### src/hcsr_pkg.sv
`default_nettype none
package hcsr_pkg;
    // register byte offsets
    localparam logic [7:0] OFS_RSA  = 8'h00;  // receive_station_address
    localparam logic [7:0] OFS_CTB  = 8'h04;  // cchan_transmit_byte
    localparam logic [7:0] OFS_TRC  = 8'h08;  // timing_and_reset_control
    localparam logic [7:0] OFS_IFL  = 8'h0c;  // interrupt_flags
    localparam logic [7:0] OFS_WDR  = 8'h10;  // watchdog_restart
    localparam logic [7:0] OFS_IMK  = 8'h14;  // interrupt_mask
    localparam logic [7:0] OFS_FCT  = 8'h18;  // filter control
    localparam logic [7:0] OFS_CST  = 8'h1c;  // channel-one status
    localparam logic [7:0] OFS_GST  = 8'h20;  // general status
    // timing control fields
    localparam int TRC_RST  = 7;
    localparam int TRC_IC   = 6;
    localparam int TRC_CCHAN_TX_ENABLE = 5;
    localparam int TRC_CLOCK_RATE_SELECT = 4;
    // filter control fields
    localparam int FCT_EN   = 1;
    localparam int FCT_SIX  = 0;
    // general status fields
    localparam int GST_IRQ  = 3;
    localparam int GST_SRST = 0;
    // interrupt flag positions
    localparam int FL_GA    = 7;
    localparam int FL_PACKET_END_FLAG  = 6;
    localparam int FL_DONE  = 5;
    localparam int FL_FA    = 4;
    localparam int FL_TXLOW = 3;
    localparam int FL_URUN  = 2;
    localparam int FL_RXHI  = 1;
    localparam int FL_OFLW  = 0;
    // reset values
    localparam logic [7:0] RST_BYTE = 8'h00;
    // watchdog restart code and span in frame pulses
    localparam logic [4:0]  WD_CODE   = 5'h0a;
    localparam logic [10:0] WD_FRAMES = 11'h400;
    // fifo thresholds and underrun delay in bit times
    localparam logic [4:0] TX_LOW_LVL = 5'h04;
    localparam logic [4:0] RX_HI_LVL  = 5'h0f;
    localparam logic [3:0] DONE_BITS  = 4'h8;
    localparam logic [2:0] CH_DATA_A  = 3'h6;
    localparam logic [2:0] CH_DATA_B  = 3'h7;

    // link pins, all foreign to pclk
    typedef struct packed {
        logic serial_clock_in;
        logic frame_pulse_in;   // active low
        logic serial_data_in;
        logic tx_gate_n;
        logic rx_gate_n;
    } hcsr_link_s;

    // events and levels from the protocol datapath, pclk domain
    typedef struct packed {
        logic       go_ahead;
        logic       packet_end;
        logic       abort_seen;
        logic       tx_packet_end_out;
        logic       tx_last_tagged;
        logic       rx_write;
        logic       rx_full;
        logic [4:0] tx_level;
        logic [4:0] rx_level;
        logic       tx_bit;
        logic       rx_addr_valid;
        logic [7:0] rx_addr;
    } hcsr_ev_s;
endpackage : hcsr_pkg
`default_nettype wire

### src/hcsr_regs.sv
// The address map and register access over APB were chosen for this implementation.
`default_nettype none
module hcsr_regs (
    // clock and reset
    input  wire  logic              pclk,
    input  wire  logic              presetn,
    // apb slave
    input  wire  logic              psel,
    input  wire  logic              penable,
    input  wire  logic              pwrite,
    input  wire  logic [7:0]        paddr,
    input  wire  logic [31:0]       pwdata,
    output logic                    pready,
    output logic [31:0]             prdata,
    output logic                    pslverr,
    // serial backplane
    input  wire  hcsr_pkg::hcsr_link_s link_in,
    output logic                    serial_data_out,
    output logic                    serial_data_oe_n,
    // datapath side
    input  wire  hcsr_pkg::hcsr_ev_s ev,
    output logic                    tx_slot_en,
    output logic                    rx_slot_en,
    output logic                    addr_accept,
    output logic                    rx_overflow_hunt,
    output logic                    tx_send_abort,
    output logic                    soft_reset_active,
    // system outputs
    output logic                    irq_n,
    output logic                    watchdog_out_n
);
    // whole module state
    typedef struct packed {
        logic        pready;
        logic        pslverr;
        logic [31:0] prdata;
        logic [7:0]  rsa;       // bit 0 kept zero
        logic [7:0]  ctb;
        logic [6:0]  tc;        // ic, cchan_tx_enable, clock_rate_select, slot bits
        logic        srst;
        logic        zcnt;      // zero writes seen in reset
        logic [7:0]  flags;
        logic [7:0]  mask;
        logic [1:0]  fct;
        logic [7:0]  cstat;
        logic        irq_n;
        logic        wd_n;
        logic [10:0] wd_cnt;
        logic [4:0]  s1;        // first sync stage
        logic [4:0]  s2;        // second sync stage
        logic [4:0]  s3;        // edge history of s2
        logic [8:0]  hcnt;      // clock edges since frame start
        logic        sdo;
        logic        sdo_oe_n;
        logic        tx_en;
        logic        rx_en;
        logic        accept;
        logic        hunt;
        logic        send_abort;
        logic        tx_packet_end_out_prev;
        logic [4:0]  txl_prev;
        logic [4:0]  rxl_prev;
        logic [3:0]  done_cnt;
    } hcsr_st_s;

    hcsr_st_s   st_reg;     // registered state
    hcsr_st_s   st_next;    // next state
    logic [7:0] set_vec;    // flag set requests this cycle
    logic       wr_done;    // completing write
    logic       rd_done;    // completing read
    logic       setup;      // apb setup cycle
    logic [7:0] wbyte;      // written byte

    // slot window decode for a bit index within the frame
    function automatic logic slot_on(input logic [3:0] tcb, input logic [7:0] bi);
        logic [4:0] ch;
        logic [2:0] b;
        logic       r;
        ch = bi[7:3];
        b  = bi[2:0];
        r  = 1'b0;
        unique case (tcb[2:0])
            3'h0: r = (ch == 5'h00) && (b == 3'h0);
            3'h1: r = (ch == 5'h00) && (b < 3'h2);
            3'h2: r = (ch == 5'h00) && (b < (tcb[3] ? hcsr_pkg::CH_DATA_B
                                                     : hcsr_pkg::CH_DATA_A));
            3'h3: r = (ch == 5'h02);
            3'h4: r = (ch == 5'h03);
            3'h5: r = (ch == 5'h04);
            3'h6: r = (ch == 5'h02) || (ch == 5'h03);
            3'h7: r = (ch >= 5'h02) && (ch <= 5'h04);
        endcase
        return r;
    endfunction : slot_on

    // bus phase decode
    assign setup   = psel && !penable;
    assign wr_done = psel && penable && st_reg.pready && pwrite;
    assign rd_done = psel && penable && st_reg.pready && !pwrite;
    assign wbyte   = pwdata[7:0];

    // next-state logic
    always_comb begin
        logic       sck_rise;
        logic       sck_fall;
        logic       fp_fall;
        logic       fp_low;
        logic       ic;
        logic       clock_rate_select;
        logic       bit_tick;
        logic [7:0] bi;
        logic [4:0] ch;
        logic       slot;
        logic [7:1] cmp_mask;
        st_next  = st_reg;
        set_vec  = 8'h00;
        // bit order in s*: sck, fp, sdi, txg, rxg
        sck_rise = st_reg.s2[4] && !st_reg.s3[4];
        sck_fall = !st_reg.s2[4] && st_reg.s3[4];
        fp_fall  = !st_reg.s2[3] && st_reg.s3[3];
        fp_low   = !st_reg.s2[3];
        ic       = st_reg.tc[hcsr_pkg::TRC_IC];
        clock_rate_select     = st_reg.tc[hcsr_pkg::TRC_CLOCK_RATE_SELECT];
        // two-stage pin synchroniser, s1 read only by s2
        st_next.s1 = link_in;
        st_next.s2 = st_reg.s1;
        st_next.s3 = st_reg.s2;

        // frame timing: frame pulse restarts the edge count
        if (sck_rise) begin
            st_next.hcnt = fp_low ? 9'h000 : st_reg.hcnt + 9'h001;
        end
        // bit index halves the count for a double-rate clock
        bi = clock_rate_select ? st_next.hcnt[7:0] : st_next.hcnt[8:1];
        ch = bi[7:3];
        // one bit boundary per bit period, or every clock rise in external timing
        bit_tick = sck_rise && (!ic || clock_rate_select || !st_next.hcnt[0]);
        slot = slot_on(st_reg.tc[3:0], bi);

        // serial output and section enables
        if (!ic) begin
            st_next.sdo      = ev.tx_bit;
            st_next.sdo_oe_n = st_reg.s2[1];
            st_next.tx_en    = !st_reg.s2[1];
            st_next.rx_en    = !st_reg.s2[0];
        end else if (slot) begin
            st_next.sdo      = ev.tx_bit;
            st_next.sdo_oe_n = 1'b0;
            st_next.tx_en    = 1'b1;
            st_next.rx_en    = 1'b1;
        end else if (ch == 5'h01 && st_reg.tc[hcsr_pkg::TRC_CCHAN_TX_ENABLE]) begin
            st_next.sdo      = st_reg.ctb[bi[2:0]];
            st_next.sdo_oe_n = 1'b0;
            st_next.tx_en    = 1'b0;
            st_next.rx_en    = 1'b0;
        end else begin
            // unselected time and disabled channel one float
            st_next.sdo      = 1'b1;
            st_next.sdo_oe_n = 1'b1;
            st_next.tx_en    = 1'b0;
            st_next.rx_en    = 1'b0;
        end
        // channel one received whatever the enable
        if (ic && sck_fall && ch == 5'h01) begin
            st_next.cstat[bi[2:0]] = st_reg.s2[2];
        end

        // address filter, bit zero never compared
        cmp_mask = st_reg.fct[hcsr_pkg::FCT_SIX] ? 7'h7e : 7'h7f;
        st_next.accept = 1'b0;
        if (ev.rx_addr_valid) begin
            st_next.accept = !st_reg.fct[hcsr_pkg::FCT_EN]
                || (((ev.rx_addr[7:1] ^ st_reg.rsa[7:1]) & cmp_mask) == 7'h00)
                || ((ev.rx_addr[7:1] & cmp_mask) == cmp_mask);
        end

        // flag sources
        set_vec[hcsr_pkg::FL_GA]    = ev.go_ahead;
        set_vec[hcsr_pkg::FL_PACKET_END_FLAG]  = ev.packet_end;
        set_vec[hcsr_pkg::FL_FA]    = ev.abort_seen;
        set_vec[hcsr_pkg::FL_TXLOW] = (st_reg.txl_prev == hcsr_pkg::TX_LOW_LVL + 5'h01)
                                      && (ev.tx_level == hcsr_pkg::TX_LOW_LVL);
        set_vec[hcsr_pkg::FL_URUN]  = (st_reg.txl_prev != 5'h00) && (ev.tx_level == 5'h00)
                                      && !ev.tx_last_tagged;
        set_vec[hcsr_pkg::FL_RXHI]  = (st_reg.rxl_prev != hcsr_pkg::RX_HI_LVL)
                                      && (ev.rx_level == hcsr_pkg::RX_HI_LVL);
        set_vec[hcsr_pkg::FL_OFLW]  = ev.rx_write && ev.rx_full;
        // done on packet-end fall with empty fifo, or after underrun delay
        set_vec[hcsr_pkg::FL_DONE]  = (st_reg.tx_packet_end_out_prev && !ev.tx_packet_end_out
                                       && ev.tx_level == 5'h00)
                                      || (bit_tick && st_reg.done_cnt == 4'h1);
        st_next.tx_packet_end_out_prev  = ev.tx_packet_end_out;
        st_next.txl_prev   = ev.tx_level;
        st_next.rxl_prev   = ev.rx_level;
        st_next.hunt       = set_vec[hcsr_pkg::FL_OFLW];
        st_next.send_abort = set_vec[hcsr_pkg::FL_URUN];
        // underrun delay counter in bit times
        if (set_vec[hcsr_pkg::FL_URUN]) begin
            st_next.done_cnt = hcsr_pkg::DONE_BITS;
        end else if (bit_tick && st_reg.done_cnt != 4'h0) begin
            st_next.done_cnt = st_reg.done_cnt - 4'h1;
        end

        // flag read clears only what was returned; new sets win
        if (rd_done && paddr == hcsr_pkg::OFS_IFL) begin
            st_next.flags = st_reg.flags & ~st_reg.prdata[7:0];
        end
        st_next.flags = st_next.flags | set_vec;

        // watchdog counts frame pulses in both timing modes
        if (fp_fall && st_reg.wd_n) begin
            st_next.wd_cnt = st_reg.wd_cnt + 11'h001;
            if (st_reg.wd_cnt == hcsr_pkg::WD_FRAMES - 11'h001) begin
                st_next.wd_n = 1'b0;
            end
        end

        // register writes
        if (wr_done) begin
            unique case (paddr)
                hcsr_pkg::OFS_RSA: st_next.rsa = {wbyte[7:1], 1'b0};
                hcsr_pkg::OFS_CTB: st_next.ctb = wbyte;
                hcsr_pkg::OFS_IMK: st_next.mask = wbyte;
                hcsr_pkg::OFS_FCT: st_next.fct = wbyte[1:0];
                hcsr_pkg::OFS_WDR: begin
                    // only the restart code has any effect
                    if (wbyte[4:0] == hcsr_pkg::WD_CODE) begin
                        st_next.wd_cnt = 11'h000;
                        st_next.wd_n   = 1'b1;
                    end
                end
                hcsr_pkg::OFS_TRC: begin
                    if (wbyte[hcsr_pkg::TRC_RST]) begin
                        st_next.srst = 1'b1;
                        st_next.zcnt = 1'b0;
                    end else if (st_reg.srst) begin
                        // second zero write releases the reset
                        st_next.zcnt = 1'b1;
                        st_next.srst = !st_reg.zcnt;
                        if (st_reg.zcnt) begin
                            st_next.zcnt = 1'b0;
                        end
                    end else begin
                        st_next.tc = wbyte[6:0];
                    end
                end
                default: ;
            endcase
        end

        // apb: no wait states, answer built in setup
        st_next.pready  = setup;
        st_next.pslverr = 1'b0;
        if (setup) begin
            st_next.prdata = 32'h0000_0000;
            unique case (paddr)
                hcsr_pkg::OFS_RSA: st_next.prdata[7:0] = {st_reg.rsa[7:1], 1'b0};
                hcsr_pkg::OFS_CTB: st_next.prdata[7:0] = st_reg.ctb;
                hcsr_pkg::OFS_TRC: st_next.prdata[7:0] = {st_reg.srst, st_reg.tc};
                hcsr_pkg::OFS_IFL: st_next.prdata[7:0] = st_reg.flags;
                hcsr_pkg::OFS_WDR: st_next.prdata[7:0] = hcsr_pkg::RST_BYTE;
                hcsr_pkg::OFS_IMK: st_next.prdata[7:0] = st_reg.mask;
                hcsr_pkg::OFS_FCT: st_next.prdata[1:0] = st_reg.fct;
                hcsr_pkg::OFS_CST: st_next.prdata[7:0] = st_reg.cstat;
                hcsr_pkg::OFS_GST: begin
                    st_next.prdata[hcsr_pkg::GST_IRQ]  = !st_reg.irq_n;
                    st_next.prdata[hcsr_pkg::GST_SRST] = st_reg.srst;
                end
                default: st_next.pslverr = 1'b1;
            endcase
        end

        // interrupt output from enabled flags
        st_next.irq_n = !(|(st_reg.flags & st_reg.mask));

        // software reset holds registers, flags and outputs but not itself, the watchdog, the apb answer, sync stages or frame count
        if (st_next.srst) begin
            st_next.rsa        = hcsr_pkg::RST_BYTE;
            st_next.ctb        = hcsr_pkg::RST_BYTE;
            st_next.tc         = 7'h00;
            st_next.flags      = hcsr_pkg::RST_BYTE;
            st_next.mask       = hcsr_pkg::RST_BYTE;
            st_next.fct        = 2'h0;
            st_next.cstat      = hcsr_pkg::RST_BYTE;
            st_next.irq_n      = 1'b1;
            st_next.sdo        = 1'b1;
            st_next.sdo_oe_n   = 1'b1;
            st_next.tx_en      = 1'b0;
            st_next.rx_en      = 1'b0;
            st_next.accept     = 1'b0;
            st_next.hunt       = 1'b0;
            st_next.send_abort = 1'b0;
            st_next.done_cnt   = 4'h0;
        end
    end

    // state register
    always_ff @(posedge pclk or negedge presetn) begin
        if (!presetn) begin
            st_reg          <= '0;
            st_reg.irq_n    <= 1'b1;
            st_reg.sdo      <= 1'b1;
            st_reg.sdo_oe_n <= 1'b1;
            st_reg.s1       <= 5'h1f;
            st_reg.s2       <= 5'h1f;
            st_reg.s3       <= 5'h1f;
        end else begin
            st_reg <= st_next;
        end
    end

    // outputs straight from flops
    assign pready            = st_reg.pready;
    assign pslverr           = st_reg.pslverr;
    assign prdata            = st_reg.prdata;
    assign serial_data_out   = st_reg.sdo;
    assign serial_data_oe_n  = st_reg.sdo_oe_n;
    assign tx_slot_en        = st_reg.tx_en;
    assign rx_slot_en        = st_reg.rx_en;
    assign addr_accept       = st_reg.accept;
    assign rx_overflow_hunt  = st_reg.hunt;
    assign tx_send_abort     = st_reg.send_abort;
    assign soft_reset_active = st_reg.srst;
    assign irq_n             = st_reg.irq_n;
    assign watchdog_out_n    = st_reg.wd_n;

    // checks
    property p_irq;
        @(posedge pclk) disable iff (!presetn)
        !st_reg.srst ##1 !st_reg.srst |-> irq_n == !$past(|(st_reg.flags & st_reg.mask));
    endproperty
    a_irq: assert property (p_irq) else $error("irq output disagrees with flags");

    property p_gst;
        @(posedge pclk) disable iff (!presetn)
        setup && paddr == hcsr_pkg::OFS_GST |=> prdata[hcsr_pkg::GST_IRQ] == $past(!irq_n);
    endproperty
    a_gst: assert property (p_gst) else $error("status irq bit wrong");

    property p_rsa0;
        @(posedge pclk) disable iff (!presetn)
        setup && paddr == hcsr_pkg::OFS_RSA |=> prdata[0] == 1'b0 && pready;
    endproperty
    a_rsa0: assert property (p_rsa0) else $error("address bit zero not zero");

    property p_clr;
        @(posedge pclk) disable iff (!presetn)
        rd_done && paddr == hcsr_pkg::OFS_IFL && set_vec == 8'h00
        |=> (st_reg.flags & $past(prdata[7:0])) == 8'h00;
    endproperty
    a_clr: assert property (p_clr) else $error("flag read did not clear");

    property p_wd_restart;
        @(posedge pclk) disable iff (!presetn)
        wr_done && paddr == hcsr_pkg::OFS_WDR && wbyte[4:0] == hcsr_pkg::WD_CODE
        |=> watchdog_out_n && st_reg.wd_cnt == 11'h000;
    endproperty
    a_wd_restart: assert property (p_wd_restart) else $error("watchdog not restarted");

    property p_wd_expire;
        @(posedge pclk) disable iff (!presetn)
        $fell(watchdog_out_n) |-> $past(st_reg.wd_cnt) == hcsr_pkg::WD_FRAMES - 11'h001;
    endproperty
    a_wd_expire: assert property (p_wd_expire) else $error("watchdog fired early");

    property p_srst_exit;
        @(posedge pclk) disable iff (!presetn)
        $fell(soft_reset_active) |-> $past(wr_done) && $past(st_reg.zcnt)
                                     && !$past(wbyte[hcsr_pkg::TRC_RST]);
    endproperty
    a_srst_exit: assert property (p_srst_exit) else $error("reset left without two zero writes");

    property p_ext_gate;
        @(posedge pclk) disable iff (!presetn)
        !st_reg.srst && !st_next.srst && !st_reg.tc[hcsr_pkg::TRC_IC]
        |=> serial_data_oe_n == $past(st_reg.s2[1]);
    endproperty
    a_ext_gate: assert property (p_ext_gate) else $error("external gate not followed");

    property p_filter_off;
        @(posedge pclk) disable iff (!presetn)
        ev.rx_addr_valid && !st_reg.fct[hcsr_pkg::FCT_EN] && !st_reg.srst && !st_next.srst
        |=> addr_accept;
    endproperty
    a_filter_off: assert property (p_filter_off) else $error("unfiltered address refused");

    c_flag_read: cover property (@(posedge pclk) disable iff (!presetn)
        rd_done && paddr == hcsr_pkg::OFS_IFL && prdata[7:0] != 8'h00);
    c_srst_exit: cover property (@(posedge pclk) disable iff (!presetn) $fell(soft_reset_active));
    c_wd_fire:   cover property (@(posedge pclk) disable iff (!presetn) $fell(watchdog_out_n));
    c_accept:    cover property (@(posedge pclk) disable iff (!presetn)
        addr_accept && st_reg.fct[hcsr_pkg::FCT_EN]);
endmodule : hcsr_regs
`default_nettype wire

### config.mk
export PLATFORM = sky130hd
export DESIGN_NAME = hcsr_regs
export DESIGN_NICKNAME = d
export VERILOG_FILES = /design/src/hcsr_pkg.sv /design/src/hcsr_regs.sv
export SDC_FILE = /design/constraint.sdc
export NUM_CORES = 1
export LEC_CHECK = 0
export BUFFER_PORTS_ARGS = -buffer_cell sky130_fd_sc_hd__buf_2
export CAP_MARGIN = 30
export CELL_PAD_IN_SITES_DETAIL_PLACEMENT = 1
export CELL_PAD_IN_SITES_GLOBAL_PLACEMENT = 1
export CORE_MARGIN = 10
export CORE_UTILIZATION = 38
export CTS_CLUSTER_SIZE = 10
export DETAILED_ROUTE_END_ITERATION = 8
export PLACE_DENSITY = 0.84
export SLEW_MARGIN = 30
export SYNTH_ARGS = -nofsm -noshare
export SYNTH_HDL_FRONTEND = slang
export SYNTH_SLANG_ARGS = --single-unit
### constraint.sdc
create_clock -name pclk -period 2.5 [get_ports pclk]
set_input_delay 0.125 -clock pclk [delete_from_list [all_inputs] [get_ports pclk]]
set_output_delay 0.125 -clock pclk [all_outputs]
set_load 0.1 [all_outputs]
# ---- Word level (Yosys, flattened, before mapping)
# Cells that the tools add are included.
# Widths: inputs -> output; s select.
dict set report op_classes {
  bitwise 7
  reduce_logical 74
  muxes 47
  magnitude_cmp 6
  add_sub_neg 3
  eq_ne 29
}
# cell count
set op_table {}
lappend op_table {{$mux 12} 4}
lappend op_table {{$mux 8} 6}
lappend op_table {{$mux 33} 1}
lappend op_table {{$eq 8x5->1 const B} 4}
lappend op_table {{$logic_and 1x1->1} 28}
lappend op_table {{$mux 27} 1}
lappend op_table {{$mux 9} 3}
lappend op_table {{$mux 25} 1}
lappend op_table {{$mux 4} 6}
lappend op_table {{$pmux 4 s6} 1}
lappend op_table {{$mux 23} 1}
lappend op_table {{$mux 7} 3}
lappend op_table {{$pmux 1 s7} 3}
lappend op_table {{$and 8x8->8} 2}
lappend op_table {{$eq 8x4->1 const B} 2}
lappend op_table {{$reduce_bool 2->1} 8}
lappend op_table {{$eq 5x3->1 const B} 3}
lappend op_table {{$logic_not 1->1} 15}
lappend op_table {{$and 7x7->7} 2}
lappend op_table {{$eq 3x3->1 const B} 4}
lappend op_table {{$add 11x1->11 const B} 1}
lappend op_table {{$eq 11x10->1 const B} 1}
lappend op_table {{$eq 5x2->1 const B} 2}
lappend op_table {{$eq 5x4->1 const B} 2}
lappend op_table {{other kinds (41)} 62}
dict set report totals {
  register_bits 120
  input_bits 77
  word_cells 196
}

# ---- Logic depth before layout (Yosys ltp)
dict set report logic_depth {
  word_depth 11
  mapped_depth 9
  depth_no_buf 8
}

# ---- Worst setup path after synthesis
# Ideal clock, no wire load.
dict set report synth_timing {
  path_type {register to register}
  from {register st_reg, in the netlist pready}
  to {register st_reg[76] (netlist bit)}
  t_arrival_ns 2.556
  required_ns 2.404
  stages_incl_launch_ff 10
  n_path_buf 1
  setup_time_ns 0.096
  synth_period_minus_slack_ns 2.652
  slack_ns -0.152
  path_cell_list {dfrtp_1 > nand3_1 > nor2_1 > nand3_1 > a32oi_1 > inv_2 > o22ai_2 > buf_2 > nand2_1 > o31ai_1}
}
dict set report synth_via {
  elab_chain_cells 5
}
# item line
set synth_rtl {}
lappend synth_rtl {{start, declared} hcsr_regs.sv:66} ;# hcsr_st_s st_reg;
lappend synth_rtl {{start signal, assigned} hcsr_regs.sv:308} ;# st_reg <= st_next;
lappend synth_rtl {{$logic_and 1x1->1 (*) (2 in series)} hcsr_regs.sv:98} ;# assign wr_done = psel && penable && st_reg.pready && pwrite;
lappend synth_rtl {{$mux 25} hcsr_regs.sv:219} ;# if (wr_done) begin
lappend synth_rtl {{$reduce_bool 2->1 (no line)} --}
lappend synth_rtl {{$reduce_and 2->1 (no line)} --}
# Every way passes the cells marked *; elsewhere a longest branch is shown, timed or not. The select of a mux whose other input is x is not followed.
# A chain may end at the register's enable or synchronous reset.

==> metrics.txt <==
Final Hold Fails 0; Distinct cells, synth 80; core area 15830 µm²; detailed placement HPWL 14.48 mm; commonest non-fill, non-tap cells in the layout dfrtp_1 (100), nand2_1 (86), buf_2 (70); Startpoint Class flop; max reg flops between 80 and 90; Remaining DRCs 0; Synth Area per Inst 9.745 µm²; CTS clk-pin slew, worst paths approximately 0.06 ns; HP Class input port to flop; synthesized instance count 628; routed length per instance 23.45 µm; Post-synth EDFFs 0; top-area cell type share of the netlist area 41.30%; pin count of the biggest net entering global routing 71; Filler Cell Count 1771; clock buffer depth 2; dpl cells 925; WS Path Type flop to flop; Area Overhead vs Synth 32.75%; Max Cap Violations 0; Initial Util 38.66%; num ports around 120; top post-synthesis cells by area dfrtp_1 (41%), dfstp_2 (6.4%), nand2_1 (5.3%); drt initial violations approximately 570; CTS sink cnt 116; Vias/cell 5.845; Layout Skew 0.01212 ns; Total GRT Usage 20.68%; clk_lat worst skew 0.43 ns; ys flop type dfrtp_1; Mapped Area between 6000 and 7000 µm²; Synth warnings 0; Rel. slew slack approximately half; GRT Residual Overflow 0; vias in the first global route 6386; Num CTS Buffers 17; Tmin final 2.794 ns; most common cell after layout, fill and taps aside dfrtp_1; failing checks setup timing; leading area contributor after synthesis dfrtp_1; Vias 5833; Critical Path End Type flop; Die Span X between 100 and 150 µm; Non-Filler Instances 998; ANT nets after route 0; period utilization 111.8%; PortBufs 71; die height between 100 and 150 µm; Site Rows 46; htree depth 4; Net Switching 1838 µW; Peak VDD IR a little over 0.5 mV; sequential area share after synthesis 47.74%; Pre-antenna DRT Iters 8; Pleak approximately 0.0036 µW; Pint 4165 µW; RSZ-0062 raised after global routing true; Least-Margin Pin Slew 0.7551 ns; first-pass GRT wire length roughly 35 mm; TritonCTS clock tree yes; switching part of the total 30.62%; part of the power in combinational logic 16.2%; post-synthesis sequential element count about 120; share of cells above drive strength 1 29.45%; gpl congestion 0.8740; Power Dens Cells 739.0 nW/µm²; post-route setup slack -0.2942 ns; Slew Limit Fails 0; Synth async-reset ratio 100.0%; CTS Root Cell clkbuf_16; WHS 0.04556 ns; Final #Nets 850; Fmax around 0.36 GHz; DRT Wirelength 23.40 mm; outcome finished, violations left; Arr. time, crit path between 3 and 4 ns; Die ar. about 22000 µm²; Clock power frac 46.2%; crit-path max FO 6; Worst Path Required 2.83 ns; Setup-failing EPs final 12; final core utilization about 50%; initial antenna violation count 1; sequential share of power 37.6%
[critical path, stage by stage (launching register included)]
cell     delay (ns)
dfstp_2        0.61
nor3b_2        0.46
nor4b_2        0.15
or2_1          0.30
or3b_1         0.43
a21oi_1        0.23
o21ai_1        0.21
a41oi_2        0.31
[layer usage]
layer  up-vias  wire length (µm)  part of all wire [%]  track usage, %
met1      2936              8502                    36           22.31
met5         -                 0                     0               0
li1       2517                 -                     -               -
met2       294             12360                    53           36.84
met3        86              1383                   5.9           5.006
met4         0              1154                   4.9           10.65
[per-stage QoR]
stage	cell area (µm²)	setup WS (ns)	power, µW	setup TNS [ns]
floorplan	6212	0.002161	2871	0
global placement	6840	-0.02455	3058	-0.04421
detailed placement	6840	-0.1307	3148	-0.9159
CTS	7915	-0.01291	5939	-0.03699
global route	8124	-0.3437	6207	-3.823
finish	8124	-0.2942	6003	-1.385
[cell families after synthesis]
group / share of synthesized area (%)
AND/OR/NAND/NOR: 20.26
flip-flops: 47.74
adder cells (fa/ha/maj): 1.022
buffers and inverters: 6.502
XOR/XNOR: 3.006
AO/OA/AOI/OAI: 20.04
multiplexers: 1.370
other: 0.06128
[cell usage after synthesis, types with 12 or more instances]
cell,instances
nor3_1,15
buf_4,33
o21ai_0,24
nor2_1,46
inv_1,15
a21oi_1,19
nand2_1,86
dfstp_2,15
o21ai_1,12
a22oi_1,22
o31ai_1,14
xor2_1,12
clkbuf_1,16
dfrtp_1,101
nand3_1,14
[final timing paths]
path	startpoint	end	slack, ns	cells after the start
max	st_next[35]	serial_data_out	-0.29	7
min	pwdata[4]	st_reg[98]	0.05	2
max reg2reg	st_next[35]	serial_data_out	-0.29	7
min reg2reg	st_next[36]	st_next[31]	0.36	0
max in group asynchronous	presetn	st_next[36]	1.39	3
min in group asynchronous	presetn	rx_overflow_hunt	0.26	2
[power by group through the flow]
stage	Combinational [µW]	Clock (µW)	Sequential [µW]
2_1_floorplan	563	0	2310
3_3_place_gp	804	0	2250
3_5_place_dp	870	0	2280
4_1_cts	937	2750	2250
5_1_grt	1050	2880	2280
6_report	971	2770	2260
[repair_timing]
item,CTS,global route
resized for setup,18,28
hold buffers,30,0
pin swaps,12,20
endpoints found under the hold margin,73,0
endpoints found under the setup margin,12,24
buffers inserted,2,11
[cell type report]
| class | count | area (µm²) | area share [%] |
|---|---|---|---|
| diodes | 1 | 2.502 | 0.03080 |
| clock buffers | 17 | 425.4 | 5.236 |
| clock inverters | 15 | 231.5 | 2.849 |
| inverters | 16 | 60.06 | 0.7393 |
| multi-input cells | 464 | 3138 | 38.63 |
| flip-flops and latches | 116 | 2923 | 35.98 |
| well taps | 216 | 270.3 | 3.327 |
| repair buffers | 153 | 1074 | 13.21 |
Power figures use the tool's default switching activity.
